File: src/hdl/pme_pkg.sv
package pme_pkg;

    // register indices; byte address on the bus is four times the index
    localparam logic [10:0] PME_IDX_EN_HI     = 11'h780;
    localparam logic [10:0] PME_IDX_EN0       = 11'h781;
    localparam logic [10:0] PME_IDX_MODE      = 11'h783;
    localparam logic [10:0] PME_IDX_CMP_BASE  = 11'h794;
    localparam logic [10:0] PME_IDX_CH_STRIDE = 11'h004;
    localparam logic [10:0] PME_IDX_MAX_OFS   = 11'h002;
    localparam logic [10:0] PME_IDX_PNUM_LO   = 11'h7AC;
    localparam logic [10:0] PME_IDX_PNUM_HI   = 11'h7AD;
    localparam logic [10:0] PME_IDX_MASK0     = 11'h7B0;
    localparam logic [10:0] PME_IDX_FLAG0     = 11'h7B1;
    localparam logic [10:0] PME_IDX_MASK1     = 11'h7B2;
    localparam logic [10:0] PME_IDX_FLAG1     = 11'h7B3;
    localparam logic [10:0] PME_IDX_ALT_CMP   = 11'h7C4;
    localparam logic [10:0] PME_IDX_ALT_MAX   = 11'h7C6;
    localparam logic [10:0] PME_IDX_ENTRY     = 11'h7C8;
    localparam logic [10:0] PME_IDX_ENTRY_END = 11'h7CB;
    localparam logic [10:0] PME_IDX_TRIG      = 11'h7CC;
    localparam logic [10:0] PME_IDX_STATUS    = 11'h7CD;
    localparam logic [10:0] PME_IDX_FLUSH     = 11'h7CE;

    localparam int PME_NUM_CH = 6;

    // channel 0 mode field values
    localparam logic [3:0] PME_MODE_COUNT = 4'h1;
    localparam logic [3:0] PME_MODE_IR    = 4'h3;
    localparam logic [3:0] PME_MODE_QUEUE = 4'h7;
    localparam logic [3:0] PME_MODE_DMA   = 4'hF;

    // waveform element layout
    localparam int PME_ELEM_LEN_W   = 14;
    localparam int PME_ELEM_ALT_BIT = 14;
    localparam int PME_ELEM_CAR_BIT = 15;

    // flag and status bit positions
    localparam int PME_F0_GROUP     = 0;
    localparam int PME_F0_FRAME_LSB = 2;
    localparam int PME_F1_STOP      = 0;
    localparam int PME_F1_LEVEL     = 1;
    localparam int PME_ST_EMPTY     = 4;
    localparam int PME_ST_FULL      = 5;
    localparam int PME_TRIG_W       = 4;

    // reset values
    localparam logic [7:0]  PME_RST_REG8    = 8'h00;
    localparam logic [15:0] PME_RST_REG16   = 16'h0000;
    localparam logic [15:0] PME_RST_ALT_CMP = 16'h5555;

    typedef enum logic [0:0] {PME_ST_IDLE, PME_ST_RUN} pme_state_t;

    function automatic logic pme_is_queue(input logic [3:0] m);
        return (m == PME_MODE_QUEUE) || (m == PME_MODE_DMA);
    endfunction

endpackage

File: src/hdl/pme_engine.sv
// Functional notes
// - channel 0 five modes, others continuous
// - continuous repeats; disable drops output at once
// - continuous: new timing from next frame
// - frame end sets per-channel flag, W1C
// - mode 0001 selects counting
// - counting emits group_frame_count frames
// - group end clears enable, sets group flag
// - mode 0011 repeats groups, both flags
// - infrared: new values at next group
// - infrared to counting finishes group, stops
// - mode 0111 plays processor-written elements
// - element bits 13:0 give frame count
// - element bit 14 picks alternate timing
// - element bit 15 carrier, else low
// - entry port takes byte, half, word writes
// - eight-byte queue with status register
// - play in order, accept during transmission
// - queue empty clears channel 0 enable
// - flush bit discards all queued bytes
// - mode 1111 takes elements from DMA
// - DMA enable sets channel 0 enable
// - queue drained sets stop flag, W1C
// - output high below compare, low after
// - count below trigger level raises event
module pme_engine
    import pme_pkg::*;
#(
    parameter int QUEUE_DEPTH = 8
) (
    input  wire logic        i_clock,
    input  wire logic        i_rst,
    input  wire logic        i_clk_en,
    input  wire logic [12:0] i_avs_address,
    input  wire logic        i_avs_read,
    input  wire logic        i_avs_write,
    input  wire logic [31:0] i_avs_writedata,
    input  wire logic [3:0]  i_avs_byteenable,
    output logic      [31:0] o_avs_readdata,
    output logic             o_avs_waitrequest,
    input  wire logic        i_dma_enable,
    input  wire logic        i_dma_valid,
    input  wire logic [15:0] i_dma_data,
    output logic             o_dma_ready,
    output logic      [5:0]  o_pwm,
    output logic             o_irq
);

    localparam int PW = $clog2(QUEUE_DEPTH);
    localparam int CW = PW + 1;
    localparam logic [CW-1:0] Q_FULL = CW'(QUEUE_DEPTH);
    localparam logic [CW-1:0] Q_TWO  = CW'(2);

    // the status count field is four bits and a word write pushes four
    if (QUEUE_DEPTH < 4 || QUEUE_DEPTH > 8 ||
        (1 << PW) != QUEUE_DEPTH) begin : g_bad_depth
        $error("QUEUE_DEPTH must be 4 or 8");
    end

    // bus slave: one wait cycle, then the answer
    logic        ack;
    logic [10:0] idx;
    logic        wr_go;
    logic        wb0;
    logic [7:0]  wd8;
    logic [31:0] rd_val;

    assign idx               = i_avs_address[12:2];
    assign o_avs_waitrequest = (i_avs_read | i_avs_write) & ~ack;
    assign wr_go             = i_avs_write & ack;
    assign wb0               = wr_go & i_avs_byteenable[0];
    assign wd8               = i_avs_writedata[7:0];

    always_ff @(posedge i_clock or posedge i_rst) begin
        if (i_rst) begin
            ack <= 1'b0;
        end else if (i_clk_en) begin
            ack <= (i_avs_read | i_avs_write) & ~ack;
        end
    end

    always_ff @(posedge i_clock or posedge i_rst) begin
        if (i_rst) begin
            o_avs_readdata <= 32'h0000_0000;
        end else if (i_clk_en && i_avs_read && !ack) begin
            o_avs_readdata <= rd_val;
        end
    end

    // software registers
    logic [5:1]  en_hi;
    logic        en0;
    logic [7:0]  mode;
    logic [15:0] pnum;
    logic [7:0]  mask0;
    logic [7:0]  flag0;
    logic [7:0]  mask1;
    logic [7:0]  flag1;
    logic [15:0] alt_cmp;
    logic [15:0] alt_max;
    logic [7:0]  trig;
    logic [15:0] cmp_r [PME_NUM_CH];
    logic [15:0] max_r [PME_NUM_CH];

    logic [3:0]  mode_f;
    logic        q_mode;
    logic        m_count;
    logic        m_ir;
    logic        m_dma;
    logic        cont0;

    assign mode_f  = mode[3:0];
    assign q_mode  = pme_is_queue(mode_f);
    assign m_count = (mode_f == PME_MODE_COUNT);
    assign m_ir    = (mode_f == PME_MODE_IR);
    assign m_dma   = (mode_f == PME_MODE_DMA);
    assign cont0   = !(m_count || m_ir || q_mode);

    always_ff @(posedge i_clock or posedge i_rst) begin
        if (i_rst) begin
            en_hi   <= 5'h00;
            mode    <= PME_RST_REG8;
            pnum    <= PME_RST_REG16;
            mask0   <= PME_RST_REG8;
            mask1   <= PME_RST_REG8;
            alt_cmp <= PME_RST_ALT_CMP;
            alt_max <= PME_RST_REG16;
            trig    <= PME_RST_REG8;
        end else if (i_clk_en && wb0) begin
            case (idx)
                PME_IDX_EN_HI:                 en_hi         <= wd8[5:1];
                PME_IDX_MODE:                  mode          <= wd8;
                PME_IDX_PNUM_LO:               pnum[7:0]     <= wd8;
                PME_IDX_PNUM_HI:               pnum[15:8]    <= wd8;
                PME_IDX_MASK0:                 mask0         <= wd8;
                PME_IDX_MASK1:                 mask1         <= wd8;
                PME_IDX_ALT_CMP:               alt_cmp[7:0]  <= wd8;
                PME_IDX_ALT_CMP + 11'h001:     alt_cmp[15:8] <= wd8;
                PME_IDX_ALT_MAX:               alt_max[7:0]  <= wd8;
                PME_IDX_ALT_MAX + 11'h001:     alt_max[15:8] <= wd8;
                PME_IDX_TRIG:                  trig          <= wd8;
                default: ;
            endcase
        end
    end

    for (genvar c = 0; c < PME_NUM_CH; c++) begin : g_treg
        localparam logic [10:0] B =
            PME_IDX_CMP_BASE + PME_IDX_CH_STRIDE * 11'(c);
        always_ff @(posedge i_clock or posedge i_rst) begin
            if (i_rst) begin
                cmp_r[c] <= PME_RST_REG16;
                max_r[c] <= PME_RST_REG16;
            end else if (i_clk_en && wb0) begin
                if (idx == B) cmp_r[c][7:0] <= wd8;
                if (idx == B + 11'h001) cmp_r[c][15:8] <= wd8;
                if (idx == B + PME_IDX_MAX_OFS) max_r[c][7:0] <= wd8;
                if (idx == B + PME_IDX_MAX_OFS + 11'h001) begin
                    max_r[c][15:8] <= wd8;
                end
            end
        end
    end

    // element queue
    logic [7:0]    q_mem [QUEUE_DEPTH];
    logic [PW-1:0] q_wr;
    logic [PW-1:0] q_rd;
    logic [PW-1:0] q_rd1;
    logic [CW-1:0] q_cnt;
    logic [2:0]    push_n;
    logic [31:0]   push_d;
    logic          push_ok;
    logic [2:0]    acc_n;
    logic          pop;
    logic          flush;
    logic [15:0]   head;
    logic          have_elem;
    logic          dma_push;

    assign q_rd1     = q_rd + 1'b1;
    assign head      = {q_mem[q_rd1], q_mem[q_rd]};
    assign have_elem = (q_cnt >= Q_TWO);
    assign flush     = wb0 && (idx == PME_IDX_FLUSH) && wd8[0];
    assign o_dma_ready = m_dma && (q_cnt <= Q_FULL - Q_TWO);
    assign dma_push  = o_dma_ready && i_dma_valid;

    always_comb begin
        push_n = 3'd0;
        push_d = i_avs_writedata;
        if (m_dma) begin
            push_n = dma_push ? 3'd2 : 3'd0;
            push_d = {16'h0000, i_dma_data};
        end else if (wr_go && idx == PME_IDX_ENTRY) begin
            // lanes fill in order: byte, half word or word
            if (i_avs_byteenable[0]) begin
                push_n = !i_avs_byteenable[1] ? 3'd1 :
                         (&i_avs_byteenable[3:2]) ? 3'd4 : 3'd2;
            end
        end else if (wr_go && idx > PME_IDX_ENTRY &&
                     idx <= PME_IDX_ENTRY_END) begin
            push_n = i_avs_byteenable[0] ? 3'd1 : 3'd0;
        end
    end

    // a push that does not fit is dropped whole, so bytes never split, except a word write to a full queue at QUEUE_DEPTH 4, which is taken
    assign push_ok = (q_cnt + CW'(push_n)) <= Q_FULL;
    assign acc_n   = push_ok ? push_n : 3'd0;

    always_ff @(posedge i_clock or posedge i_rst) begin
        if (i_rst) begin
            q_wr  <= '0;
            q_rd  <= '0;
            q_cnt <= '0;
        end else if (i_clk_en) begin
            if (flush) begin
                q_wr  <= '0;
                q_rd  <= '0;
                q_cnt <= '0;
            end else begin
                q_wr  <= q_wr + PW'(acc_n);
                q_rd  <= q_rd + (pop ? PW'(2) : PW'(0));
                q_cnt <= q_cnt + CW'(acc_n) - (pop ? Q_TWO : CW'(0));
            end
        end
    end

    always_ff @(posedge i_clock) begin
        if (i_clk_en && !flush) begin
            for (int k = 0; k < 4; k++) begin
                if (3'(k) < acc_n) begin
                    q_mem[q_wr + PW'(k)] <= push_d[8*k +: 8];
                end
            end
        end
    end

    // channel 0 group sequencer
    pme_state_t    st;
    logic [15:0]   g_len;
    logic [15:0]   g_cnt;
    logic [15:0]   nx_len;
    logic [15:0]   nx_cmp;
    logic [15:0]   nx_max;
    logic          nx_car;
    logic          start_ok;
    logic          g_end;
    logic          gstart;
    logic          stop_group;
    logic          stop_empty;
    logic          dma_en_d;
    logic          dma_rise;
    logic [5:0]    fend;
    logic [5:0]    ch_run;
    logic [5:0]    ch_load;
    logic [5:0]    ch_reload;
    logic [15:0]   src_cmp [PME_NUM_CH];
    logic [15:0]   src_max [PME_NUM_CH];
    logic [5:0]    src_car;

    always_comb begin
        nx_len = pnum;
        nx_cmp = cmp_r[0];
        nx_max = max_r[0];
        nx_car = 1'b1;
        if (q_mode) begin
            nx_len = {2'b00, head[PME_ELEM_LEN_W-1:0]};
            nx_car = head[PME_ELEM_CAR_BIT];
            if (head[PME_ELEM_ALT_BIT]) begin
                nx_cmp = alt_cmp;
                nx_max = alt_max;
            end
        end
    end

    assign start_ok   = !q_mode || have_elem;
    assign g_end      = (st == PME_ST_RUN) && fend[0] && !cont0 &&
                        ({1'b0, g_cnt} + 17'h00001 >= {1'b0, g_len});
    assign stop_group = g_end && m_count;
    assign stop_empty = (g_end && q_mode && !have_elem) ||
                        ((st == PME_ST_IDLE) && en0 && q_mode &&
                         !have_elem && !(m_dma && i_dma_enable));
    assign gstart     = en0 && start_ok &&
                        ((st == PME_ST_IDLE) || (g_end && !m_count));
    assign pop        = gstart && q_mode;
    assign dma_rise   = i_dma_enable && !dma_en_d;

    always_ff @(posedge i_clock or posedge i_rst) begin
        if (i_rst) begin
            st       <= PME_ST_IDLE;
            en0      <= 1'b0;
            g_len    <= PME_RST_REG16;
            g_cnt    <= PME_RST_REG16;
            dma_en_d <= 1'b0;
        end else if (i_clk_en) begin
            dma_en_d <= i_dma_enable;
            if (m_dma && dma_rise) begin
                en0 <= 1'b1;
            end else if (wb0 && idx == PME_IDX_EN0) begin
                en0 <= wd8[0];
            end else if (stop_group || stop_empty) begin
                en0 <= 1'b0;
            end
            if (gstart) begin
                g_len <= nx_len;
                g_cnt <= 16'h0000;
            end else if (fend[0]) begin
                g_cnt <= g_cnt + 16'h0001;
            end
            case (st)
                PME_ST_IDLE: if (gstart) st <= PME_ST_RUN;
                PME_ST_RUN: begin
                    // disable stops mid-frame, ending the group early
                    if (!en0 || stop_group || stop_empty) begin
                        st <= PME_ST_IDLE;
                    end
                end
                default: st <= PME_ST_IDLE;
            endcase
        end
    end

    assign ch_run[0]    = (st == PME_ST_RUN) && en0;
    assign ch_load[0]   = gstart;
    assign ch_reload[0] = cont0;
    assign src_cmp[0]   = nx_cmp;
    assign src_max[0]   = nx_max;
    assign src_car[0]   = nx_car;

    logic [5:1] en_hi_d;

    always_ff @(posedge i_clock or posedge i_rst) begin
        if (i_rst) begin
            en_hi_d <= 5'h00;
        end else if (i_clk_en) begin
            en_hi_d <= en_hi;
        end
    end

    for (genvar c = 1; c < PME_NUM_CH; c++) begin : g_src
        assign ch_run[c]    = en_hi[c] && en_hi_d[c];
        assign ch_load[c]   = en_hi[c] && !en_hi_d[c];
        assign ch_reload[c] = 1'b1;
        assign src_cmp[c]   = cmp_r[c];
        assign src_max[c]   = max_r[c];
        assign src_car[c]   = 1'b1;
    end

    // frame generators
    for (genvar c = 0; c < PME_NUM_CH; c++) begin : g_ch
        logic [15:0] cnt;
        logic [15:0] lcmp;
        logic [15:0] lmax;
        logic        lcar;

        // a zero cycle length gives one-cycle frames rather than a hang
        assign fend[c] = ch_run[c] &&
                         ({1'b0, cnt} + 17'h00001 >= {1'b0, lmax});

        always_ff @(posedge i_clock or posedge i_rst) begin
            if (i_rst) begin
                cnt  <= PME_RST_REG16;
                lcmp <= PME_RST_REG16;
                lmax <= PME_RST_REG16;
                lcar <= 1'b0;
            end else if (i_clk_en) begin
                if (ch_load[c]) begin
                    cnt  <= 16'h0000;
                    lcmp <= src_cmp[c];
                    lmax <= src_max[c];
                    lcar <= src_car[c];
                end else if (!ch_run[c]) begin
                    cnt <= 16'h0000;
                end else if (fend[c]) begin
                    cnt <= 16'h0000;
                    if (ch_reload[c]) begin
                        lcmp <= src_cmp[c];
                        lmax <= src_max[c];
                        lcar <= src_car[c];
                    end
                end else begin
                    cnt <= cnt + 16'h0001;
                end
            end
        end

        always_ff @(posedge i_clock or posedge i_rst) begin
            if (i_rst) begin
                o_pwm[c] <= 1'b0;
            end else if (i_clk_en) begin
                o_pwm[c] <= ch_run[c] && lcar && (cnt < lcmp);
            end
        end
    end

    // flags: hardware set wins over a same-cycle write-one clear
    logic [7:0] set0;
    logic [7:0] set1;
    logic [7:0] clr0;
    logic [7:0] clr1;
    logic       q_low;
    logic       q_low_d;

    assign q_low = {{(8 - CW){1'b0}}, q_cnt} <
                   {{(8 - PME_TRIG_W){1'b0}}, trig[PME_TRIG_W-1:0]};

    always_comb begin
        set0 = 8'h00;
        set1 = 8'h00;
        set0[PME_F0_FRAME_LSB +: PME_NUM_CH] = fend;
        set0[PME_F0_GROUP] = g_end && (m_count || m_ir);
        set1[PME_F1_STOP]  = stop_empty;
        set1[PME_F1_LEVEL] = q_mode && q_low && !q_low_d;
    end

    assign clr0 = (wb0 && idx == PME_IDX_FLAG0) ? wd8 : 8'h00;
    assign clr1 = (wb0 && idx == PME_IDX_FLAG1) ? wd8 : 8'h00;

    always_ff @(posedge i_clock or posedge i_rst) begin
        if (i_rst) begin
            flag0   <= PME_RST_REG8;
            flag1   <= PME_RST_REG8;
            q_low_d <= 1'b0;
            o_irq   <= 1'b0;
        end else if (i_clk_en) begin
            flag0   <= (flag0 & ~clr0) | set0;
            flag1   <= (flag1 & ~clr1) | set1;
            q_low_d <= q_low;
            o_irq   <= |(flag0 & mask0) || |(flag1 & mask1);
        end
    end

    // read mux
    always_comb begin
        rd_val = 32'h0000_0000;
        case (idx)
            PME_IDX_EN_HI:             rd_val[5:1] = en_hi;
            PME_IDX_EN0:               rd_val[0]   = en0;
            PME_IDX_MODE:              rd_val[7:0] = mode;
            PME_IDX_PNUM_LO:           rd_val[7:0] = pnum[7:0];
            PME_IDX_PNUM_HI:           rd_val[7:0] = pnum[15:8];
            PME_IDX_MASK0:             rd_val[7:0] = mask0;
            PME_IDX_FLAG0:             rd_val[7:0] = flag0;
            PME_IDX_MASK1:             rd_val[7:0] = mask1;
            PME_IDX_FLAG1:             rd_val[7:0] = flag1;
            PME_IDX_ALT_CMP:           rd_val[7:0] = alt_cmp[7:0];
            PME_IDX_ALT_CMP + 11'h001: rd_val[7:0] = alt_cmp[15:8];
            PME_IDX_ALT_MAX:           rd_val[7:0] = alt_max[7:0];
            PME_IDX_ALT_MAX + 11'h001: rd_val[7:0] = alt_max[15:8];
            PME_IDX_TRIG:              rd_val[7:0] = trig;
            PME_IDX_STATUS: begin
                rd_val[CW-1:0]       = q_cnt;
                rd_val[PME_ST_EMPTY] = (q_cnt == '0);
                rd_val[PME_ST_FULL]  = (q_cnt == Q_FULL);
            end
            default: begin
                for (int c = 0; c < PME_NUM_CH; c++) begin
                    if (idx == PME_IDX_CMP_BASE +
                        PME_IDX_CH_STRIDE * 11'(c)) begin
                        rd_val[7:0] = cmp_r[c][7:0];
                    end
                    if (idx == PME_IDX_CMP_BASE + 11'h001 +
                        PME_IDX_CH_STRIDE * 11'(c)) begin
                        rd_val[7:0] = cmp_r[c][15:8];
                    end
                    if (idx == PME_IDX_CMP_BASE + PME_IDX_MAX_OFS +
                        PME_IDX_CH_STRIDE * 11'(c)) begin
                        rd_val[7:0] = max_r[c][7:0];
                    end
                    if (idx == PME_IDX_CMP_BASE + PME_IDX_MAX_OFS +
                        11'h001 + PME_IDX_CH_STRIDE * 11'(c)) begin
                        rd_val[7:0] = max_r[c][15:8];
                    end
                end
            end
        endcase
    end

endmodule

File: config.mk
export PLATFORM = sky130hd
export DESIGN_NAME = pme_engine
export DESIGN_NICKNAME = d
export VERILOG_FILES = /design/src/hdl/pme_pkg.sv /design/src/hdl/pme_engine.sv
export SDC_FILE = /design/constraint.sdc
export NUM_CORES = 2
export LEC_CHECK = 0
export ABC_AREA = 0
export BUFFER_PORTS_ARGS = -buffer_cell sky130_fd_sc_hd__buf_4
export CAP_MARGIN = 15
export CORE_MARGIN = 2
export CORE_UTILIZATION = 27
export DETAILED_ROUTE_END_ITERATION = 8
export GPL_TIMING_DRIVEN = 0
export HOLD_SLACK_MARGIN = 0.08
export PLACE_DENSITY = 0.39
export SYNTH_ARGS = -nofsm -noshare
export SYNTH_HDL_FRONTEND = slang
export SYNTH_SLANG_ARGS = --single-unit
File: constraint.sdc
create_clock -name i_clock -period 35.5 [get_ports i_clock]
set_input_delay 10.65 -clock i_clock [delete_from_list [all_inputs] [get_ports i_clock]]
set_output_delay 10.65 -clock i_clock [all_outputs]
set_load 0.02 [all_outputs]
**After elaboration in Yosys (flattened, before gate mapping)**

Memories as Yosys holds them, arrays and structs flattened.
Index checks and enable logic that the tools add are counted.

- Order comparisons: 23
- Reduce and logical (&&, ||, !) cells: 149
- Add/subtract/negate cells: 23
- Mux-type cells: 145
- Equal/unequal tests: 47
- Bitwise logic cells: 14

Operator list:

| kind | count |
|---|---|
| 16-bit two-way mux | 63 |
| 11-bit equality test, second input constant | 41 |
| 8-bit two-way mux | 26 |
| 16-bit by 1-bit adder with 17-bit output, second input constant | 7 |
| 17-bit by 16-bit greater-or-equal comparator with 1-bit output | 7 |
| 16-bit by 1-bit adder with 16-bit output, second input constant | 7 |
| 16-bit < comparator | 6 |
| 2-bit AND reduction | 39 |
| 5-bit case mux with 15 select lines | 1 |
| 1-bit logical AND | 63 |
| 1-bit two-way mux | 39 |
| 8-bit bitwise AND | 4 |
| 32-bit two-way mux | 1 |
| 2-bit case mux with 13 select lines | 1 |
| 3-bit two-way mux | 8 |
| 2-bit nonzero test | 12 |
| 8-bit inverter | 2 |
| 8-bit OR reduction | 2 |
| 1-bit case mux with 15 select lines | 1 |
| 3-bit AND reduction | 5 |
| 1-bit zero test | 14 |
| 11-bit > comparator, second input constant | 1 |
| 11-bit less-or-equal comparator, second input constant | 1 |
| 1-bit logical OR | 10 |
| 29 further kinds | 40 |

- Output and inout port bits: 41
- Input port bits: 72
- Word-level logic and storage cells: 482
- Bits in registers: 654
- RAM bits: 64
- Memories: 1

Memory list:

| name | words | width | read ports | clocked after Yosys merged registers in | write ports | line | RTL |
|---|---|---|---|---|---|---|---|
| q_mem | 8 | 8 | 2 | 0 | 4 | pme_engine.sv:166 | `logic [7:0] q_mem [QUEUE_DEPTH];` |

**Logic depth before layout (Yosys ltp)**

- Depth in word-level cells: 26
- Gate-level depth with buffers: 22
- Gate-level depth less buffers: 22

**Worst setup path before layout**

OpenSTA, ideal clock, no wires.

- Kind: input-to-output
- Start: input port i_avs_write
- End: output port o_avs_waitrequest
- Buffers on the path: 0
- Arrival time: 10,978 ps
- Stages on the path: 2
- Path slack: 13,872 ps
- Data required time: 24,850 ps
- Cells stage by stage: nor2_1 > nor2_1

- Word-level cells in the longest chain between the ends: 2

RTL lines:

| item | line | RTL |
|---|---|---|
| from (decl) | pme_engine.sv:36 | `input wire logic i_avs_write,` |
| 1-bit OR | pme_engine.sv:69 | `assign o_avs_waitrequest = (i_avs_read \| i_avs_write) & ~ack;` |
| 1-bit bitwise AND | pme_engine.sv:69 |  |
| to (decl) | pme_engine.sv:40 | `output logic o_avs_waitrequest,` |

No other way between the ends.

**Worst setup path after layout**

- Start: input port i_avs_read
- End: output port o_avs_waitrequest

- Word-level cells in the longest chain between the ends: 2

RTL lines:

| item | line | RTL |
|---|---|---|
| from (decl) | pme_engine.sv:35 | `input wire logic i_avs_read,` |
| 1-bit OR | pme_engine.sv:69 |  |
| 1-bit bitwise AND | pme_engine.sv:69 |  |

No other way between the ends.

==> reports/metrics.csv <==
stage,metric,value,unit
min_path,min-delay src,g_ch[3].lcar$_DFFE_PP0P_,
critical_path,FF-to-FF path depth,12,
synth,share of the synthesized area in the top cell type,0.394,
synth,largest area contributor in the netlist,dfrtp_1,
layout,Layout area overhead,16.4,%
critical_path,critical path class,in -> out,
timing,setup-violating endpoint count in the final report,0,
floorplan,Die Y,394,um
synth,Yosys cell types,103,
clock_network,# H-tree levels,3,
drt,post-detailed-routing wire length,157000,um
timing,Max Slew Vio Count,0,
timing,fin crit period,21.76,ns
clock_network,Root Driver,clkbuf_16,
layout,final net count,4234,
critical_path,Worst Path Arrival,11.11,ns
drt,remaining antenna violation count,0,
min_path,Hold WC Path Type,reg -> reg,
min_path,worst hold path cell count,2,
timing,fin crit share,0.613,
timing,Max Fclk,45.9,MHz
critical_path,Worst R2R Start,mode[1]$_DFFE_PP0P_,
critical_path,startpoint types,input pin,
pwr,peak supply drop,0.0417,mV
critical_path,Critical Path Sink Type,output pin,
synth,Post-synth EDFFs,64,
clock_network,Worst-path clk slew,0.06,ns
synth,"Cell Area, Synth",0.0410,mm2
place,GPL Wtd Cong,0.899,
global_route,largest net degree at the start of global routing,113,
place,port buffer count,61,
global_route,initial antenna violation count,10,
synth,ys async rst share,0.911,
global_route,total grt overflow,0,
global_route,global-route wire length before repair,230000,um
clock_network,CTS tree,built,
timing,Hold Slack,0.445,ns
floorplan,Initial Util,0.271,
drt,Vias,30605,
layout,Post-Route Utilization,0.315,
drt,vias per cell,5.06,
clock_network,Clock Sinks,717,
synth,Synth top cells by count,"645 x dfrtp_1, 408 x mux2_2, 267 x inv_1",
floorplan,row cnt,143,
pwr,Static Leakage,0.0217,uW
floorplan,chip width,394,um
min_path,hold endpoint,g_ch[3].lcar$_DFFE_PP0P_,
clock_network,setup bufs post-CTS,0,
timing,Max-slew headroom,0.157,
floorplan,I/O pin count,113,
clock_network,"Clk Latency, worst-skew pair",0.71,ns
critical_path,flop-to-flop setup slack,29.53,ns
critical_path,worst path required time,24.85,ns
critical_path,RR Endpoint,q_mem[7][4]$_DFFE_PP_,
synth,#FFs+latches synth,717,
clock_network,post-cts sizing count,0,
synth,ranking of synthesized cells by area,"dfrtp_1 39%, mux2_2 11%, ha_1 6.8%, edfxtp_1 4.7%, mux2i_1 3.7%",
run,max-cap violations,0,
clock_network,Hold Buf Count CTS,0,
place,Post-DP HPWL,120000,um
synth,Mapped Avg Cell Area,11.0,um2
clock_network,total CTS buffers,92,
floorplan,Die ar.,0.155,mm2
status,status,completed,
drt,Iteration-0 DRC Markers,2413,
global_route,Total GRT Usage,0.201,
drt,DR DRC count,0,
synth,main flop type after synthesis,dfrtp_1,
global_route,vias in the first global route,31061,
timing,Hold Fails Final Rpt,0,
drt,router iterations before antenna repair,8,
timing,RSZ-0062 raised after global routing,false,
timing,Layout Skew,0.0394,ns
synth,register area share after synthesis,0.446,
floorplan,core area,0.151,mm2
clock_network,Max clock buf depth,3,
layout,share of cells above drive strength 1,0.224,
timing,worst-margin pin slew,1.26,ns
synth,Syn Inst Count,3739,
pwr,Power Density,45.1,mW/mm2
drt,wire per inst,26.0,um
synth,most frequent cell after synthesis,dfrtp_1,
critical_path,Setup crit start,i_avs_read,
synth,synth warn,0,
critical_path,CP Max Fanout,4,
worst max path at each step:
stage / end / slack, ns / cells past startpoint
3_5_place_dp: o_avs_waitrequest / 13.75 / 4
6_report: o_avs_waitrequest / 13.74 / 4
2_1_floorplan: ack$_DFFE_PP0P_ / 6.57 / 1
3_3_place_gp: g_ch[4].cnt[5]$_DFFE_PP0P_ / -3.75 / 2
4_1_cts: o_avs_waitrequest / 13.75 / 4
5_1_grt: o_avs_waitrequest / 13.70 / 4
power by group:
part	internal (uW)	switching [uW]	leakage, uW	total (uW)
combinational	83.5	159	0.0106	243
sequential	864	33.4	0.00949	897
clock	605	405	0.00158	1010
total	1550	598	0.0217	2150
routing by layer:
layer / vias to the layer above / global-route usage / share of wire
li1: 14039 / - / -
met1: 15617 / 0.287 / 0.48
met2: 768 / 0.316 / 0.46
met3: 173 / 0.0296 / 0.047
met4: 8 / 0.0517 / 0.021
met5: - / 0 / 0.00033
sequential cells by signal, indices dropped and copies added, names as in the netlist, 4 cells and up:
register	count
cmp_r	96
pnum	16
flag1	8
max_r	96
g_ch.lmax	96
g_ch.lcmp	96
trig	8
mask0	8
o_pwm	6
mask1	8
flag0	8
mode	8
g_ch.lcar	6
alt_max	16
alt_cmp	16
o_avs_readdata	8
en_hi_d	5
q_cnt	4
g_len	16
g_cnt	16
en_hi	5
g_ch.cnt	96
q_mem	64
kinds of logic after synthesis:
| logic type | after synthesis | share of synthesized area |
|---|---|---|
| other cells | 1 | 0.0000914 |
| simple gates | 801 | 0.104 |
| fa+ha+maj | 226 | 0.0695 |
| buf+inv | 491 | 0.0527 |
| compound gates | 780 | 0.133 |
| xor+xnor | 107 | 0.0229 |
| flops | 717 | 0.446 |
| mux | 616 | 0.173 |
layout by cell type, fill, tap and decap left out, types with 43 or more instances in the layout:
cell type  Yosys  layout
dfrtp_1      645     645
nand3_1       99      99
edfxtp_1      64      64
nand2b_1      50      50
buf_4         29      91
xnor2_1       72      72
clkbuf_1     100     106
nand2_1      219     219
o21ai_0      151     151
mux2_2       408     408
nor2_1       159     159
inv_1        267     266
a22oi_1       99      99
ha_1         223     223
a32o_1        43      43
clkbuf_16      0      93
a21oi_1      111     111
mux2i_1      151     151
buf_2         46      48
stage by stage:
| step | setup WS, ns | power (uW) | std cells | area [um2] | TNS [ns] |
|---|---|---|---|---|---|
| final | 13.74 | 2150 | 6045 | 47700 | 0 |
| after CTS | 13.75 | 2180 | 6041 | 47700 | 0 |
| after global placement | -3.75 | 1150 | 5853 | 44100 | -2332.13 |
| after detailed placement | 13.75 | 1160 | 5872 | 44500 | 0 |
| after global routing | 13.70 | 2240 | 6041 | 47700 | 0 |
| after floorplan | 6.57 | 1060 | 3762 | 41100 | 0 |
critical path, stage by stage:
cell and delay (ns):
buf_4 0.12, nor2_1 0.04, nor2_1 0.13, buf_4 0.17
final cells by class:
| class | count | area [um2] |
|---|---|---|
| inverters | 268 | 1010 |
| fillers | 15734 | 104000 |
| clock inverters | 53 | 706 |
| plain buffers | 223 | 1170 |
| clock buffers | 116 | 2510 |
| multi-input cells | 2554 | 20700 |
| repair buffers | 80 | 811 |
| well taps | 2030 | 2540 |
| diodes | 4 | 10.0 |
| flip-flops and latches | 717 | 18300 |
Note: power is estimated with default switching activity, not from simulation.
